===== src/logic/slave_watchdog_pkg.sv =====
// Constants for the slave watchdog and state control block.
// Assumes a single 50 MHz clock; the 25 MHz local tick is an enable pulse.
package slave_watchdog_pkg;

  // ****************************************
  // Timing
  // ****************************************
  localparam int CLK_HZ = 50000000;
  localparam int LOCAL_HZ = 25000000;
  // System clocks per 40 ns local period
  localparam int LOCAL_DIV = CLK_HZ / LOCAL_HZ;
  localparam int LOCAL_PERIOD_NS = 40;
  localparam int TICK_EXTRA = 2;

  // ****************************************
  // Reset values
  // ****************************************
  localparam logic [15:0] MULT_RESET = 16'h09C2;
  localparam logic [15:0] SM_TIME_RESET = 16'h03E8;
  localparam logic [15:0] LPI_TIME_RESET = 16'h03E8;

  // ****************************************
  // State request codes
  // ****************************************
  localparam logic [2:0] REQ_STARTUP = 3'h1;
  localparam logic [2:0] REQ_CONFIGURING = 3'h2;
  localparam logic [2:0] REQ_FW_UPDATE = 3'h3;
  localparam logic [2:0] REQ_SAFE_RUNNING = 3'h4;
  localparam logic [2:0] REQ_RUNNING = 3'h5;

  typedef enum logic [2:0] {
    ST_STARTUP,
    ST_CONFIGURING,
    ST_SAFE_RUNNING,
    ST_RUNNING,
    ST_FW_UPDATE
  } slave_state_t;

  typedef enum logic [1:0] {
    AK_IDLE,
    AK_COPY
  } ack_state_t;

endpackage


===== src/logic/watchdog_timer.sv =====
// One watchdog channel: counts shared ticks, trips on silence.
// Assumes tick is a one-cycle enable from the shared divider.
`timescale 1ns/1ps
module watchdog_timer #(
  parameter int WIDTH = 16
) (
  input wire logic clk,
  input wire logic nrst,
  input wire logic enable,
  input wire logic [WIDTH-1:0] limit,
  input wire logic tick,
  input wire logic kick,
  output logic tripped
);

  logic [WIDTH-1:0] count;

  // Zero limit switches the channel off entirely
  wire logic armed = enable && (limit != '0);

  always_ff @(posedge clk) begin
    if (!nrst) begin
      count <= '0;
    end else if (kick || !armed) begin
      count <= '0;
    end else if (tick && !tripped && count != limit) begin
      count <= count + 1'b1;
    end
  end

  // Sticky until valid traffic restarts the channel
  // A trip in the same cycle as a kick wins; the next kick clears it
  always_ff @(posedge clk) begin
    if (!nrst) begin
      tripped <= 1'b0;
    end else if (armed && tick && !tripped && count == limit) begin
      tripped <= 1'b1;
    end else if (kick || !armed) begin
      tripped <= 1'b0;
    end
  end

endmodule


===== src/logic/slave_watchdog_state_control.sv =====
// Watchdogs and slave state machine of a fieldbus slave controller.
// Assumes all inputs are synchronous to clk; requests are one-cycle pulses.
`timescale 1ns/1ps

// Summary of operation
// Two independent watchdogs, default 100 ms.
// Process exchange restarts and clears bus watchdog.
// Bus watchdog silence trips, outputs forced false.
// Bus watchdog trip leaves running state; the code keeps the state and only forces outputs to zero.
// Local interface watchdog trips without local access.
// Shared multiplier, separate timer values.
// Master loads settings only at startup.
// Tick is multiplier plus two 40 ns periods.
// Multiplier resets to 2498, 100 us tick.
// Bus watchdog timer defaults to 1000.
// Timers 0..65535, multiplier 1..65535.
// Zero bus timer disables the watchdog.
// Five states, running is normal.
// Startup after reset, no traffic.
// Master sets mailbox channels in startup.
// Check mailbox setup before configuring.
// Configuring allows mailbox, no process data.
// Master sets process channels in configuring.
// Check process and clock setup.
// Copy inputs before acking safe running.
// Safe running: traffic on, outputs safe.
// Master drives every state change.
// Running copies master outputs to outputs.
// Firmware update only from startup, file only.
// Illegal request refused, error flag raised.
// Trip flags sticky until traffic restarts.
module slave_watchdog_state_control #(
  parameter int OUT_WIDTH = 8
) (
  input wire logic clk,
  input wire logic nrst,
  input wire logic settings_load,
  input wire logic manual_enable,
  input wire logic [15:0] mult_in,
  input wire logic [15:0] sm_time_in,
  input wire logic [15:0] lpi_time_in,
  input wire logic sm_wd_enable,
  input wire logic lpi_wd_enable,
  input wire logic pd_exchange_ok,
  input wire logic lpi_access,
  input wire logic state_req_valid,
  input wire logic [2:0] state_req,
  input wire logic mailbox_setup_ok,
  input wire logic pd_setup_ok,
  input wire logic dc_used,
  input wire logic dc_setup_ok,
  input wire logic input_copy_done,
  input wire logic [OUT_WIDTH-1:0] master_out_data,
  output logic [2:0] current_state,
  output logic state_error,
  output logic input_copy_req,
  output logic mailbox_allowed,
  output logic file_mailbox_only,
  output logic pd_allowed,
  output logic [OUT_WIDTH-1:0] outputs,
  output logic sm_wd_tripped,
  output logic lpi_wd_tripped,
  output logic wd_tick
);

  // ****************************************
  // Watchdog settings
  // ****************************************
  logic [15:0] mult;
  logic [15:0] sm_time;
  logic [15:0] lpi_time;
  slave_watchdog_pkg::slave_state_t state;
  slave_watchdog_pkg::ack_state_t ack;

  // Loaded only in startup with manual setting on; else kept
  always_ff @(posedge clk) begin
    if (!nrst) begin
      mult <= slave_watchdog_pkg::MULT_RESET;
      sm_time <= slave_watchdog_pkg::SM_TIME_RESET;
      lpi_time <= slave_watchdog_pkg::LPI_TIME_RESET;
    end else if (settings_load && manual_enable &&
                 state == slave_watchdog_pkg::ST_STARTUP) begin
      // Zero multiplier is out of range and ignored
      if (mult_in != 16'h0000) begin
        mult <= mult_in;
      end
      sm_time <= sm_time_in;
      lpi_time <= lpi_time_in;
    end
  end

  // ****************************************
  // Shared tick divider
  // ****************************************
  logic local_en;
  logic [$clog2(slave_watchdog_pkg::LOCAL_DIV+1)-1:0] div_count;
  logic [16:0] tick_count;

  // 25 MHz local enable from the 50 MHz clock
  always_ff @(posedge clk) begin
    if (!nrst) begin
      div_count <= '0;
    end else if (local_en) begin
      div_count <= '0;
    end else begin
      div_count <= div_count + 1'b1;
    end
  end
  assign local_en = (32'(div_count) == slave_watchdog_pkg::LOCAL_DIV - 1);

  // Tick every mult+2 local periods
  always_ff @(posedge clk) begin
    if (!nrst) begin
      tick_count <= '0;
      wd_tick <= 1'b0;
    end else begin
      wd_tick <= 1'b0;
      if (local_en) begin
        if (tick_count >= 17'(mult) + 17'(slave_watchdog_pkg::TICK_EXTRA) - 17'h00001) begin
          tick_count <= '0;
          wd_tick <= 1'b1;
        end else begin
          tick_count <= tick_count + 17'h00001;
        end
      end
    end
  end

  // ****************************************
  // Watchdog channels
  // ****************************************
  watchdog_timer #(.WIDTH(16)) sm_wd (
    .clk(clk),
    .nrst(nrst),
    .enable(sm_wd_enable),
    .limit(sm_time),
    .tick(wd_tick),
    .kick(pd_exchange_ok),
    .tripped(sm_wd_tripped)
  );

  watchdog_timer #(.WIDTH(16)) lpi_wd (
    .clk(clk),
    .nrst(nrst),
    .enable(lpi_wd_enable),
    .limit(lpi_time),
    .tick(wd_tick),
    .kick(lpi_access),
    .tripped(lpi_wd_tripped)
  );

  // ****************************************
  // Slave state machine
  // ****************************************
  slave_watchdog_pkg::slave_state_t next_state;
  logic next_error;
  logic start_copy;

  // Watchdog trips never enter here: state is unaffected
  always_comb begin
    next_state = state;
    next_error = 1'b0;
    start_copy = 1'b0;
    if (state_req_valid && ack == slave_watchdog_pkg::AK_IDLE) begin
      case (state_req)
        slave_watchdog_pkg::REQ_STARTUP: begin
          next_state = slave_watchdog_pkg::ST_STARTUP;
        end
        slave_watchdog_pkg::REQ_CONFIGURING: begin
          if (state == slave_watchdog_pkg::ST_STARTUP && mailbox_setup_ok) begin
            next_state = slave_watchdog_pkg::ST_CONFIGURING;
          end else if (state == slave_watchdog_pkg::ST_SAFE_RUNNING ||
                       state == slave_watchdog_pkg::ST_RUNNING ||
                       state == slave_watchdog_pkg::ST_CONFIGURING) begin
            next_state = slave_watchdog_pkg::ST_CONFIGURING;
          end else begin
            next_error = 1'b1;
          end
        end
        slave_watchdog_pkg::REQ_FW_UPDATE: begin
          if (state == slave_watchdog_pkg::ST_STARTUP) begin
            next_state = slave_watchdog_pkg::ST_FW_UPDATE;
          end else begin
            next_error = 1'b1;
          end
        end
        slave_watchdog_pkg::REQ_SAFE_RUNNING: begin
          if (state == slave_watchdog_pkg::ST_CONFIGURING && pd_setup_ok &&
              (!dc_used || dc_setup_ok)) begin
            start_copy = 1'b1;
          end else if (state == slave_watchdog_pkg::ST_RUNNING ||
                       state == slave_watchdog_pkg::ST_SAFE_RUNNING) begin
            next_state = slave_watchdog_pkg::ST_SAFE_RUNNING;
          end else begin
            next_error = 1'b1;
          end
        end
        slave_watchdog_pkg::REQ_RUNNING: begin
          if (state == slave_watchdog_pkg::ST_SAFE_RUNNING ||
              state == slave_watchdog_pkg::ST_RUNNING) begin
            next_state = slave_watchdog_pkg::ST_RUNNING;
          end else begin
            next_error = 1'b1;
          end
        end
        default: begin
          next_error = 1'b1;
        end
      endcase
    end else if (ack == slave_watchdog_pkg::AK_COPY && input_copy_done) begin
      next_state = slave_watchdog_pkg::ST_SAFE_RUNNING;
    end
  end

  always_ff @(posedge clk) begin
    if (!nrst) begin
      state <= slave_watchdog_pkg::ST_STARTUP;
    end else begin
      state <= next_state;
    end
  end

  // Safe running from configuring is acknowledged only after the input copy completes
  always_ff @(posedge clk) begin
    if (!nrst) begin
      ack <= slave_watchdog_pkg::AK_IDLE;
    end else begin
      case (ack)
        slave_watchdog_pkg::AK_IDLE: begin
          if (start_copy) begin
            ack <= slave_watchdog_pkg::AK_COPY;
          end
        end
        slave_watchdog_pkg::AK_COPY: begin
          if (input_copy_done) begin
            ack <= slave_watchdog_pkg::AK_IDLE;
          end
        end
        default: begin
          ack <= slave_watchdog_pkg::AK_IDLE;
        end
      endcase
    end
  end
  assign input_copy_req = (ack == slave_watchdog_pkg::AK_COPY);

  // Sticky error; a later accepted request clears it
  always_ff @(posedge clk) begin
    if (!nrst) begin
      state_error <= 1'b0;
    end else if (next_error) begin
      state_error <= 1'b1;
    end else if (state_req_valid && ack == slave_watchdog_pkg::AK_IDLE) begin
      state_error <= 1'b0;
    end
  end

  // ****************************************
  // Traffic gating and outputs
  // ****************************************
  assign current_state = state;

  always_comb begin
    mailbox_allowed = 1'b0;
    file_mailbox_only = 1'b0;
    pd_allowed = 1'b0;
    case (state)
      slave_watchdog_pkg::ST_STARTUP: begin
        mailbox_allowed = 1'b0;
      end
      slave_watchdog_pkg::ST_CONFIGURING: begin
        mailbox_allowed = 1'b1;
      end
      slave_watchdog_pkg::ST_SAFE_RUNNING,
      slave_watchdog_pkg::ST_RUNNING: begin
        mailbox_allowed = 1'b1;
        pd_allowed = 1'b1;
      end
      slave_watchdog_pkg::ST_FW_UPDATE: begin
        mailbox_allowed = 1'b1;
        file_mailbox_only = 1'b1;
      end
      default: begin
        mailbox_allowed = 1'b0;
      end
    endcase
  end

  // Outputs follow master only in running and with no bus trip
  always_ff @(posedge clk) begin
    if (!nrst) begin
      outputs <= '0;
    end else if (state == slave_watchdog_pkg::ST_RUNNING && !sm_wd_tripped) begin
      outputs <= master_out_data;
    end else begin
      outputs <= '0;
    end
  end

endmodule


===== config.mk =====
export PLATFORM = sky130hd
export DESIGN_NAME = slave_watchdog_state_control
export DESIGN_NICKNAME = d
export VERILOG_FILES = /design/src/logic/slave_watchdog_pkg.sv /design/src/logic/watchdog_timer.sv /design/src/logic/slave_watchdog_state_control.sv
export SDC_FILE = /design/constraint.sdc
export NUM_CORES = 1
export LEC_CHECK = 0
export CORE_MARGIN = 4
export CORE_UTILIZATION = 60
export CTS_CLUSTER_DIAMETER = 60
export CTS_CLUSTER_SIZE = 20
export DETAILED_ROUTE_END_ITERATION = 12
export DONT_BUFFER_PORTS = 1
export PLACE_DENSITY = 0.81
export SKIP_LAST_GASP = 1
export SLEW_MARGIN = 20
export SYNTH_ARGS = -nofsm -noshare
export SYNTH_HDL_FRONTEND = slang
export SYNTH_SLANG_ARGS = --single-unit

===== constraint.sdc =====
create_clock -name clk -period 3.3 [get_ports clk]
set_clock_uncertainty 0.2 [all_clocks]
set_input_delay 0.66 -clock clk [delete_from_list [all_inputs] [get_ports clk]]
set_output_delay 0.66 -clock clk [all_outputs]
set_load 0.1 [all_outputs]

==> impl_metrics.tcl <==
set metrics [dict create \
    worstPathArrival_ps 3410 \
    finalHoldViolations 0 \
    grt_pass1_vias 5258 \
    clkPwrFrac_pct 49.7 \
    hold-worst-slack_ps 21.2 \
    dieArea_mm2 0.0115 \
    synth_edf_count 0 \
    hold_class "primary input to register" \
    synth_top_area_share_pct 39.1 \
    netlist_instances 701 \
    slew_viol_final 0 \
    worstSetupPathType "register to register" \
    p_leak_uw 0.00248 \
    core_area_mm2 0.00942 \
    synth_nets 797 \
    dr.pass1.iters 5 \
    clk_latency_ps 520 \
    numCtsBuffers 17 \
    drt_iter0_drc 383 \
    diodes 0 \
    antenna_found_initial 0 \
    yosysMostFrequentCell "dfxtp_1" \
    ys_seq_area_share_pct 39.1 \
    async_flop_share_pct 0 \
    required_ps 3520 \
    grt-ovfl-total 0 \
    grt_max_degree 48 \
    slew_headroom_pct 31.6 \
    netlist_top_cells_area "dfxtp_1, nand2_1, xor2_1, ha_1, a21oi_1" \
    synth_warnings 0 \
    area_growth_pct 16.0 \
    cts_tree "yes" \
    synth.avg_cell_area_um2 8.41 \
    ir_drop_uv 762 \
    crit_path_cell_trace "and3_4, nand4_1, nor3_2, nand2_1, xor2_1, ha_1, a211oi_2, o22ai_2, nor4_4, buf_4, o31ai_4, a311oi_1" \
    sw_frac_of_total_pct 25.8 \
    startpoint_type "register" \
    p_int_uw 2620 \
    critical_path_buf_inv_count 1 \
    drcViolationCount 0 \
    cts_sinks 115 \
    cap_violations 0 \
    powerDensity_mw_per_mm2 517 \
    antenna_left 0 \
    start_util_pct 62.6 \
    via_per_inst 6.43 \
    die_y_um 107 \
    placementRows 35 \
    chipWidth_um 107 \
    synthFlopType "dfxtp_1" \
    critPathTopFamily "simple AND/OR/NAND/NOR gates" \
    end_kind "register" \
    dp_hpwl_um 10600 \
    grt_pass1_wl_um 25100 \
    drive_above_1_share_pct 11.1 \
    clock_path_buffers 2 \
    synth_cell_types 55 \
    period_minus_slack_ps 3200 \
    synth_area_mm2 0.00589 \
    drt-wirelength-per-cell_um 18.8 \
    p_comb_share_pct 8.2 \
    crit_fanout 9 \
    fin_nets 810 \
    yosys.area.top_type "dfxtp_1" \
    gp_congestion 0.845 \
    vias 5508 \
    power.share.sequential_pct 42.1 \
    min_period_over_period_pct 96.9 \
    fill_cells 686 \
    fin_tns_setup_ps 0 \
    yosys_register_bits 115 \
    ios 92 \
    h-tree-depth 4 \
    status "finished clean" \
    cts-root-buf "clkbuf_8" \
    setup_viol 0 \
    fmax_mhz 313 \
    track_usage_pct 27.3 \
    cts.clk_slew.worst_paths_ps 60 \
    cp_slowest_cell "dfxtp_4" \
    wirelength_um 16100 \
    slowest_delay_ps 370 \
    yosys-top-cells-count "dfxtp_1, nand2_1, a21oi_1" \
    port_buffers 0 \
    p_switching_uw 912 \
    worstMarginPinSlew_ps 1030 \
]
logic make-up (layout without fill, tap and decap cells):
kind of cell    Yosys count  after routing  share of synthesized area [%]
flops                   115            115                           39.1
xor+xnor                 62             62                           9.21
compound gates          133            135                           14.4
fa+ha+maj                23             23                           4.88
simple gates            308            308                           26.6
mux                      17             17                           2.89
buf+inv                  43             67                           2.99
sequential cells by signal, summed over array words and instances, names as in the netlist:
name            count
wd_tick             1
lpi_wd.count       16
ack                 1
sm_time            16
lpi_wd.tripped      1
tick_count         17
sm_wd.count        16
div_count           2
lpi_time           16
state_error         1
mult               16
sm_wd.tripped       1
current_state       3
outputs             8
cells in the final DEF (no fill, tap or decap), types with 6 or more instances in the layout:
master      synthesis  layout
clkbuf_16           0      16
ha_1               23      22
dfxtp_1           115     111
o21a_1              6       6
nand2_1           106     106
nand4_1            21      21
buf_4               0      19
xor2_1             37      37
a21oi_1            52      51
or4_1               8       8
xnor2_1            25      24
o31ai_1             7       7
nand3_1            46      45
o21ai_0            27      26
mux2i_1            17      17
nor2b_1             7       7
nor4_1             21      20
inv_1              12      12
nor2_1             29      27
and3_1             11      10
and2_1              8       8
a311oi_1           15      10
or3_1              23      23
nor3_1              9       7
clkinvlp_4          0       7
path summary, 6_finish.rpt:
check                           depth (start not counted)  slack (ps)                          end                     from
worst max-delay path                                   12         100  tick_count[15]$_SDFFE_PN0P_     mult[5]$_SDFFE_PN0P_
worst min-delay path                                    1          20     lpi_time[9]$_SDFFE_PN1P_                     nrst
worst max register to register                         12         100  tick_count[15]$_SDFFE_PN0P_     mult[5]$_SDFFE_PN0P_
worst min register to register                          1         220      div_count[0]$_SDFF_PP0_  div_count[0]$_SDFF_PP0_
layout make-up:
type / instances / area [um2] / area share (%)
Inverter: 13 / 48.8 / 0.713
Clock inverter: 13 / 136 / 1.99
Clock buffer: 19 / 432 / 6.31
Sequential cell: 115 / 2310 / 33.8
Multi-Input combinational cell: 545 / 3580 / 52.3
Tap cell: 129 / 161 / 2.36
Timing Repair Buffer: 22 / 173 / 2.52
routing by layer:
metal | GRT usage (%) | up-vias | share of wire (%)
met5 | 0 | - | 0
met4 | 12.9 | 0 | 3.2
met3 | 7.53 | 52 | 6.9
met2 | 46.5 | 231 | 51
met1 | 31.4 | 2641 | 39
li1 | - | 2584 | -
worst register-to-register path, cell delays in order, from the launching register on:
cell and delay, ps:
dfxtp_4 370, and3_4 200, nand4_1 160, nor3_2 280, nand2_1 100, xor2_1 150
ha_1 300, a211oi_2 270, o22ai_2 150, nor4_4 280, buf_4 200, o31ai_4 140
a311oi_1 290
what timing repair did:
action | in CTS | in global routing
cloned | 0 | 2
hold endpoints to repair | 4 | 3
setup endpoints to repair | 18 | 18
hold buffers | 2 | 1
setup buffers | 0 | 4
gates resized for setup | 2 | 24
pin swaps | 0 | 16
per-stage QoR:
stage          utilization [%]  worst slack, ps  power (uW)  cell area (um2)  std cells
5_1_grt                   72.7            -80.0        3650             6840        856
3_3_place_gp              64.5             52.2        1770             6070        815
2_1_floorplan                -            -54.1        1720             5910        701
6_report                  72.7              103        3540             6840        856
3_5_place_dp              64.5             -167        1780             6070        815
4_1_cts                   70.9             23.3        3540             6670        849
power by group through the flow:
stage	combinational, uW	sequential (uW)	clock, uW
3_3_place_gp	252	1510	0
5_1_grt	317	1500	1840
6_report	291	1490	1760
2_1_floorplan	209	1510	0
4_1_cts	274	1490	1770
3_5_place_dp	265	1520	0
(Power assumes the default switching activity.)
